`src/qpc_regs.vh`:
```
// Purpose: Constants for the quiet chopper configuration block
// Assumes: Included by the block's design files
// Notes: Offsets are byte addresses on the plain register port
`ifndef QPC_REGS_VH
`define QPC_REGS_VH
`define QPC_ADDR_CONFIG 8'h3c
`define QPC_ADDR_STATUS 8'h40
`define QPC_ADDR_INPUTS 8'h44
`define QPC_CONFIG_RESET 32'hc40c_001d
`define QPC_LIM_HI 31
`define QPC_LIM_LO 28
`define QPC_REG_HI 27
`define QPC_REG_LO 24
`define QPC_DIS_STST 23
`define QPC_MEAS_SD 22
`define QPC_FW_HI 21
`define QPC_FW_LO 20
`define QPC_AUTOGRAD 19
`define QPC_AUTOSCALE 18
`define QPC_FREQ_HI 17
`define QPC_FREQ_LO 16
`define QPC_GRAD_HI 15
`define QPC_GRAD_LO 8
`define QPC_OFS_HI 7
`define QPC_OFS_LO 0
`define QPC_FW_NORMAL 2'h0
`define QPC_FW_FREE 2'h1
`define QPC_FW_SHORT_LS 2'h2
`define QPC_FW_SHORT_HS 2'h3
`define QPC_GRAD_FULLSTEPS 4'h8
`endif

```
`src/qpc_chopper_config.v`:
```
// Purpose: Configuration register and amplitude logic of the quiet chopper
// Assumes: Synchronous inputs, one clock, plain register port
// Notes: Bridge drive is reported as decoded controls only
// Notes: Status at 0x40 and internal scale at 0x44 are read-only
// Notes: Gain code zero leaves the automatic scale unchanged on half waves; a switchback still caps it
`timescale 1ns/1ns
`include "qpc_regs.vh"
module qpc_chopper_config
(
   input wire sys_clk_in,
   input wire reset_n_in,
   input wire clk_en_in,
   input wire [7:0] addr_in,
   input wire [31:0] wdata_in,
   input wire wr_in,
   input wire rd_in,
   output reg [31:0] rdata_out,
   input wire [4:0] run_current_setting_in,
   input wire [4:0] hold_current_setting_in,
   input wire [4:0] current_scale_now_in,
   input wire [19:0] measured_step_time_in,
   input wire standstill_in,
   input wire half_wave_in,
   input wire fullstep_in,
   input wire switchback_in,
   input wire [7:0] scale_target_in,
   input wire grad_up_in,
   input wire grad_down_in,
   output reg [7:0] amplitude_out,
   output reg [7:0] tuned_gradient_value_out,
   output reg regulation_active_out,
   output reg slow_decay_lowside_sense_out,
   output reg zero_current_standstill_option_out,
   output reg short_lowside_out,
   output reg short_highside_out,
   output reg [1:0] chopper_frequency_select_out
);
   ////////////////////////////////////////////////////////////////////
   // Synchronised reset, register storage and regulation state
   reg rst_s1;
   reg rst_s2;
   reg [31:0] quiet_chopper_config;
   reg [8:0] scale_auto; // Automatic scale, one fractional bit
   reg [3:0] fs_count;
   reg grad_up_pend;
   reg grad_down_pend;
   reg [8:0] next_scale_auto;
   reg [7:0] next_amplitude;
   reg reg_on;
   wire [7:0] ff_amp;
   // Field views of the configuration register
   wire [3:0] lim = quiet_chopper_config[`QPC_LIM_HI:`QPC_LIM_LO];
   wire [3:0] gain = quiet_chopper_config[`QPC_REG_HI:`QPC_REG_LO];
   wire autoscale = quiet_chopper_config[`QPC_AUTOSCALE];
   wire autograd = quiet_chopper_config[`QPC_AUTOGRAD];
   wire [1:0] fw = quiet_chopper_config[`QPC_FW_HI:`QPC_FW_LO];
   wire [7:0] grad_user = quiet_chopper_config[`QPC_GRAD_HI:`QPC_GRAD_LO];
   // Gradient in use: tuned value only while both automatic modes run
   wire [7:0] grad_use = (autograd && autoscale) ? tuned_gradient_value_out : grad_user;

   // Step a value toward a target by at most a given amount
   // Never overshoots, so the target is reached exactly
   function [8:0] step_toward;
      input [8:0] cur;
      input [8:0] tgt;
      input [8:0] amt;
      begin
         if (tgt > cur)
            step_toward = (tgt - cur > amt) ? cur + amt : tgt;
         else
            step_toward = (cur - tgt > amt) ? cur - amt : tgt;
      end
   endfunction

   ////////////////////////////////////////////////////////////////////
   // Reset release through two flip-flops
   always @(posedge sys_clk_in or negedge reset_n_in)
   begin
      if (!reset_n_in)
      begin
         rst_s1 <= 1'b0;
         rst_s2 <= 1'b0;
      end
      else
      begin
         rst_s1 <= 1'b1;
         rst_s2 <= rst_s1;
      end
   end

   // Feed-forward amplitude, also used for the gradient term
   qpc_ff_amp i_qpc_ff_amp
   (
      .amplitude_offset_in(quiet_chopper_config[`QPC_OFS_HI:`QPC_OFS_LO]),
      .current_scale_now_in(current_scale_now_in),
      .gradient_in(grad_use),
      .measured_step_time_in(measured_step_time_in),
      .amplitude_out(ff_amp)
   );

   ////////////////////////////////////////////////////////////////////
   // Regulation and amplitude selection
   always @*
   begin
      reg_on = !(quiet_chopper_config[`QPC_DIS_STST] && standstill_in
                 && (hold_current_setting_in < run_current_setting_in));
      // Hold the scale unless a switchback or half wave moves it
      next_scale_auto = scale_auto;
      if (switchback_in)
      begin
         // Only the automatic scale is capped, not the gradient
         if (scale_auto[8:5] > lim)
            next_scale_auto = {lim, 5'h1f};
      end
      else if (autoscale && reg_on && half_wave_in)
         next_scale_auto = step_toward(scale_auto, {scale_target_in, 1'b0},
                                       {5'h00, gain});
      if (autoscale)
         next_amplitude = next_scale_auto[8:1];
      else
         next_amplitude = ff_amp;
   end

   ////////////////////////////////////////////////////////////////////
   // Register, regulation state and outputs
   always @(posedge sys_clk_in or negedge rst_s2)
   begin
      if (!rst_s2)
      begin
         quiet_chopper_config <= `QPC_CONFIG_RESET;
         scale_auto <= 9'h000;
         fs_count <= 4'h0;
         grad_up_pend <= 1'b0;
         grad_down_pend <= 1'b0;
         rdata_out <= 32'h0000_0000;
         amplitude_out <= 8'h00;
         tuned_gradient_value_out <= 8'h00;
         regulation_active_out <= 1'b1;
         slow_decay_lowside_sense_out <= 1'b0;
         zero_current_standstill_option_out <= 1'b0;
         short_lowside_out <= 1'b0;
         short_highside_out <= 1'b0;
         chopper_frequency_select_out <= 2'h0;
      end
      else if (clk_en_in)
      begin
         // Register write, config address only
         if (wr_in && addr_in == `QPC_ADDR_CONFIG)
            quiet_chopper_config <= wdata_in;
         // Read data valid the cycle after the strobe only
         if (rd_in)
         begin
            case (addr_in)
               `QPC_ADDR_CONFIG: rdata_out <= quiet_chopper_config;
               `QPC_ADDR_STATUS: rdata_out <= {15'h0000, reg_on, tuned_gradient_value_out,
                                               amplitude_out};
               `QPC_ADDR_INPUTS: rdata_out <= {23'h00_0000, scale_auto};
               default: rdata_out <= 32'h0000_0000;
            endcase
         end
         else
         begin
            rdata_out <= 32'h0000_0000;
         end
         // Automatic scale, amplitude and regulation flag
         scale_auto <= next_scale_auto;
         amplitude_out <= next_amplitude;
         regulation_active_out <= autoscale && reg_on;
         // Gradient tracking: one unit per eight full steps
         if (!autograd || !autoscale)
         begin
            tuned_gradient_value_out <= grad_user;
            fs_count <= 4'h0;
            grad_up_pend <= 1'b0;
            grad_down_pend <= 1'b0;
         end
         else
         begin
            if (grad_up_in)
               grad_up_pend <= 1'b1;
            if (grad_down_in)
               grad_down_pend <= 1'b1;
            if (fullstep_in)
            begin
               if (fs_count == `QPC_GRAD_FULLSTEPS - 4'h1)
               begin
                  fs_count <= 4'h0;
                  grad_up_pend <= grad_up_in;
                  grad_down_pend <= grad_down_in;
                  if (grad_up_pend && !grad_down_pend && tuned_gradient_value_out != 8'hff)
                     tuned_gradient_value_out <= tuned_gradient_value_out + 8'h01;
                  else if (grad_down_pend && !grad_up_pend
                           && tuned_gradient_value_out != 8'h00)
                     tuned_gradient_value_out <= tuned_gradient_value_out - 8'h01;
               end
               else
                  fs_count <= fs_count + 4'h1;
            end
         end
         // Field copies to the bridge control
         slow_decay_lowside_sense_out <= quiet_chopper_config[`QPC_MEAS_SD];
         chopper_frequency_select_out <= quiet_chopper_config[`QPC_FREQ_HI:`QPC_FREQ_LO];
         // Zero hold current standstill options
         zero_current_standstill_option_out <= standstill_in && hold_current_setting_in == 5'h00
                          && fw == `QPC_FW_FREE;
         short_lowside_out <= standstill_in && hold_current_setting_in == 5'h00
                              && fw == `QPC_FW_SHORT_LS;
         short_highside_out <= standstill_in && hold_current_setting_in == 5'h00
                               && fw == `QPC_FW_SHORT_HS;
      end
   end
endmodule

```
`src/qpc_ff_amp.v`:
```
// Purpose: Feed-forward amplitude from offset, current scale and gradient
// Assumes: Combinational, operands steady within a cycle
// Notes: Step time zero is treated as maximum speed contribution clamp
`timescale 1ns/1ns
module qpc_ff_amp
(
   input wire [7:0] amplitude_offset_in,
   input wire [4:0] current_scale_now_in,
   input wire [7:0] gradient_in,
   input wire [19:0] measured_step_time_in,
   output reg [7:0] amplitude_out
);
   reg [12:0] ofs_part;
   reg [27:0] grad_part;
   reg [28:0] sum;
   // Offset*(cs+1)/32 plus gradient*256/step time, clamped to 255
   always @*
   begin
      ofs_part = amplitude_offset_in * ({8'h00, current_scale_now_in} + 13'h0001);
      if (measured_step_time_in == 20'h0_0000)
         grad_part = 28'h000_00ff;
      else
         grad_part = {gradient_in, 20'h0_0000} / {8'h00, measured_step_time_in} >> 12;
      sum = {21'h00_0000, ofs_part[12:5]} + {1'b0, grad_part};
      amplitude_out = (sum > 29'h0000_00ff) ? 8'hff : sum[7:0];
   end
endmodule

```
`config.mk`:
```
export PLATFORM = sky130hd
export DESIGN_NAME = qpc_chopper_config
export DESIGN_NICKNAME = d
export VERILOG_FILES = /design/src/qpc_chopper_config.v /design/src/qpc_ff_amp.v
export VERILOG_INCLUDE_DIRS = /design/src
export SDC_FILE = /design/constraint.sdc
export NUM_CORES = 1
export LEC_CHECK = 0
export BUFFER_PORTS_ARGS = -buffer_cell sky130_fd_sc_hd__buf_2
export CORE_MARGIN = 1
export CORE_UTILIZATION = 67
export DETAILED_ROUTE_END_ITERATION = 6
export PLACE_DENSITY = 0.93
export SETUP_SLACK_MARGIN = 0.3
export SLEW_MARGIN = 20
export SYNTH_ARGS = -nofsm -noshare
export SYNTH_HDL_FRONTEND = slang
export SYNTH_HIERARCHICAL = 1
export SYNTH_SLANG_ARGS = --single-unit
export TNS_END_PERCENT = 50
```
`constraint.sdc`:
```
create_clock -name sys_clk_in -period 7.4 [get_ports sys_clk_in]
set_input_delay 0.37 -clock sys_clk_in [delete_from_list [all_inputs] [get_ports sys_clk_in]]
set_output_delay 0.37 -clock sys_clk_in [all_outputs]
set_load 0.02 [all_outputs]
```
==> flow_summary.toml, run 1 <==
[clock_tree]
clock_sinks = 104
cts_setup_buffers = 83
ctsResizeCount = 189
htreeDepth = 3
cts_buffers = 9
root_buffer = "clkbuf_16"
postCtsHoldBufs = 1
clockBufferDepth = 2

[yosys]
syn_avg_cell_area_sq_um = 7.94
synth_nets = 2300
yosysTopAreaCell = "ha_1"
synth_commonest_cells = "ha_1, nand2_1, nor2_1"
synth_top_area_frac = 0.160
synth_edf_count = 0
synth-seq-cells = 104
syn_area_sq_um = 15700
yosysSeqAreaShare = 0.167
post_synth_inst_count = 1975
synth.distinct_cells = 108
ys.flop_type = "dfrtp_1"
async_reset_ff_frac = 1.00
synthTopCellsByArea = "ha_1, dfrtp_1, a21oi_1"
synth.most_common_cell = "ha_1"
yosysWarnings = 6

[die]
num_io_pins = 149
initial_core_util = 0.689
die_width_um = 155
row_count = 55
die_h_um = 155

[place]
io_buffers = 148
place_congestion = 1.04
dp_hpwl_um = 59100

[outcome]
tool.error = "[ERROR DPL-0038] Utilization greater than 100%, impossible to legalize"
lastStage = "clock tree synthesis (4_1_cts)"
status = "aborted with a tool error"
[kinds of logic after synthesis]
group                      Yosys count  synth area share
AOI/OAI and AO/OA                  617             0.270
xor gates and xnor gates           106            0.0592
adders and majority gates          231             0.199
buffers and inverters              197            0.0498
DFF                                104             0.167
muxes                               71            0.0495
other                                1          0.000239
and+or+nand+nor                    648             0.206
[per-stage QoR]
step | cells | instance area [sq um] | setup WS (ns) | util | hold slack, ns
2_1_floorplan | 1975 | 16400 | -19.16 | - | 0.0744
3_3_place_gp | 2900 | 21100 | -19.20 | 0.927 | 0.156
3_5_place_dp | 2900 | 21100 | -22.41 | 0.927 | 0.161
==> run 2: changes to the inputs <==
CORE_UTILIZATION = 40   (was 67)
PLACE_DENSITY = not set   (was 0.93)
PLACE_DENSITY_LB_ADDON = 0.15   (was not set)
SETUP_SLACK_MARGIN = not set   (was 0.3)
==> run 2 against run 1 <==
  * The flow now finishes, with violations (setup timing)
  * Synthesized cell count unchanged
  * Area after synthesis did not move
==> flow_summary.toml, run 2 <==
[outcome]
status = "finished with violations"
violations = "setup timing"

[sta]
fmax_mhz = 37.0
drv_slew = 0
fin_ws_ns = -19.63
fin_skew_ns = 0.00844
setup_violations = 8
finalCriticalPeriod_ns = 27.03
hold_violations = 0
fin_crit_sh = 3.65
grt_setup_unrepaired = "yes"
whs_ns = 0.221
slew_headroom = 0.341
tightest_slew_ns = 0.989

[die]
core-area_sq_um = 38600
die_width_um = 200
row_count = 72
die_h_um = 200
num_io_pins = 149
initial_core_util = 0.406
dieArea_sq_um = 40000

[place]
dp_cells = 3140
io_buffers = 148
pre_cts_ws_ns = -20.66
place_congestion = 0.992
dp_hpwl_um = 48100

[route]
wl_um = 62400
drtPass1Iterations = 7
drc = 0
wire_per_inst_um = 19.0
num_vias = 18600
ant_nets = 0
viasPerCell = 5.66
first_iter_violations = 1135

[cells_and_area]
area.growth.synth_to_final_pct = 54.4
mostFrequentLayoutCells = "buf_4, nand2_1, ha_1, buf_2, nor2_1"
fin_nets = 3094
regArea_sq_um = 2620
fillers = 3364
drive_gt1_frac = 0.437
stdcell_count = 3293
multi_input_area_sq_um = 14000
fin_util = 0.627
layout_commonest_cell = "buf_4"
reg_top3 = "quiet_chopper_config (32), rdata_out (32), scale_auto (9)"

[clock_tree]
clkLatencyLatePin_ns = 0.35
root_buffer = "clkbuf_16"
htreeDepth = 3
clock_sinks = 104
cts_buffers = 9
cts_tree = "built"
clockBufferDepth = 2
clk_pin_slew_ns = 0.07

[yosys]
ys.flop_type = "dfrtp_1"
synth_commonest_cells = "ha_1, nand2_1, nor2_1"
yosysWarnings = 6
synth.most_common_cell = "ha_1"
yosysSeqAreaShare = 0.167
synthTopCellsByArea = "ha_1, dfrtp_1, a21oi_1"
synth.distinct_cells = 108
syn_area_sq_um = 15700
post_synth_inst_count = 1975
synth-seq-cells = 104
synth_nets = 2300
syn_avg_cell_area_sq_um = 7.94
synth_top_area_frac = 0.160
yosysTopAreaCell = "ha_1"
async_reset_ff_frac = 1.00
synth_edf_count = 0

[setup_path]
critPathLaunchType = "register"
cp_slowest_cell = "dfstp_2"
r2r_cells = 144
cp_common_cell = "ha_4"
cp.arrival_ns = 27.28
slowest_delay_ns = 0.53
cp_data_required_time_ns = 7.65
reg2reg_from = "quiet_chopper_config[18]"
r2r-end = "amplitude_out[6]"
endpoint_kind = "register"
critPathKind = "register to register"
cp_max_fo = 9
r2r_slack_ns = -19.63

[power_and_ir_drop]
p_leak_uw = 0.0121
p_per_area_nw_per_um2 = 117
irDropWorstVdd_mv = 0.132

[worst_hold_path]
hp-start = "wdata_in[30]"
hp-class = "primary input to register"
min_to = "quiet_chopper_config[30]"
min_path_cells = 3

[job]
max-cap-violations = 0

[grt]
antenna_found_initial = 1
overflow = 0
grt_pass1_vias = 18400
grt_max_degree = 77
grt_pass1_wl_um = 95700
grt_util_all_layers = 0.304
[run 2: cell counts after synthesis]
Identical to the previous run, type by type.
[run 2: kinds of logic after synthesis]
kind of cell | share of synthesized area
buffers and inverters | 0.0498
AO/OA/AOI/OAI | 0.270
adder cells (fa/ha/maj) | 0.199
other | 0.000239
flip-flops | 0.167
AND/OR/NAND/NOR | 0.206
XOR/XNOR | 0.0592
multiplexers | 0.0495
[run 2: stage by stage]
| step | TNS [ns] | total power, uW | area, sq um |
|---|---|---|---|
| after CTS | -151.20 | 2780 | 23400 |
| after detailed placement | -164.68 | 2270 | 21600 |
| after global routing | -165.42 | 3020 | 24200 |
| after global placement | -160.22 | 2220 | 21600 |
| final | -156.52 | 2840 | 24200 |
| after floorplan | -152.67 | 1770 | 16400 |
[run 2: per-layer routing]
metal,global-route usage,wire (um),share of wire
met1,0.385,26500,0.42
met2,0.527,30000,0.48
met3,0.0361,3360,0.054
met4,0.114,2630,0.042
met5,0,0,0
[run 2: final cells by class]
| type | count | share of cell area |
|---|---|---|
| Sequential cell | 104 | 0.108 |
| Multi-Input combinational cell | 1674 | 0.579 |
| Inverter | 129 | 0.0201 |
| Clock inverter | 4 | 0.00119 |
| Timing Repair Buffer | 851 | 0.255 |
| Clock buffer | 12 | 0.0106 |
| Antenna cell | 1 | 0.000103 |
| Tap cell | 518 | 0.0268 |
[run 2: worst max path at each step]
stage                              start               end  slack (ns)
6_report        quiet_chopper_config[18]  amplitude_out[6]      -19.63
4_1_cts         quiet_chopper_config[19]  amplitude_out[6]      -18.97
3_3_place_gp   measured_step_time_in[18]  amplitude_out[6]      -20.09
3_5_place_dp   measured_step_time_in[18]  amplitude_out[6]      -20.66
5_1_grt         quiet_chopper_config[19]  amplitude_out[6]      -20.76
2_1_floorplan  measured_step_time_in[18]  amplitude_out[6]      -19.16
[run 2: report_power, final]
part / internal (uW) / total [uW] / switching [uW]
sequential: 623 / 736 / 113
clock: 247 / 463 / 216
combinational: 736 / 1640 / 901
total: 1610 / 2840 / 1230
[run 2: critical path, delay by kind of cell (launching register included)]
family          cells  cell delay (ns)
compound gates     69            12.71
simple gates       32             5.15
fa+ha+maj          17             4.56
buf+inv            21             2.74
mux                 3             0.82
flops               1             0.53
xor+xnor            2             0.38
[run 2: repair_timing]
| action | 4_1_cts | 5_1_grt |
|---|---|---|
| gates cloned | 2 | 0 |
| hold endpoints to repair | 2 | 0 |
| pin swaps | 147 | 107 |
| setup buffers | 98 | 36 |
| gates resized for setup | 153 | 106 |
| hold buffers | 1 | 0 |
| endpoints found under the setup margin | 8 | 8 |
No activity file was read; power rests on OpenSTA's default activity.
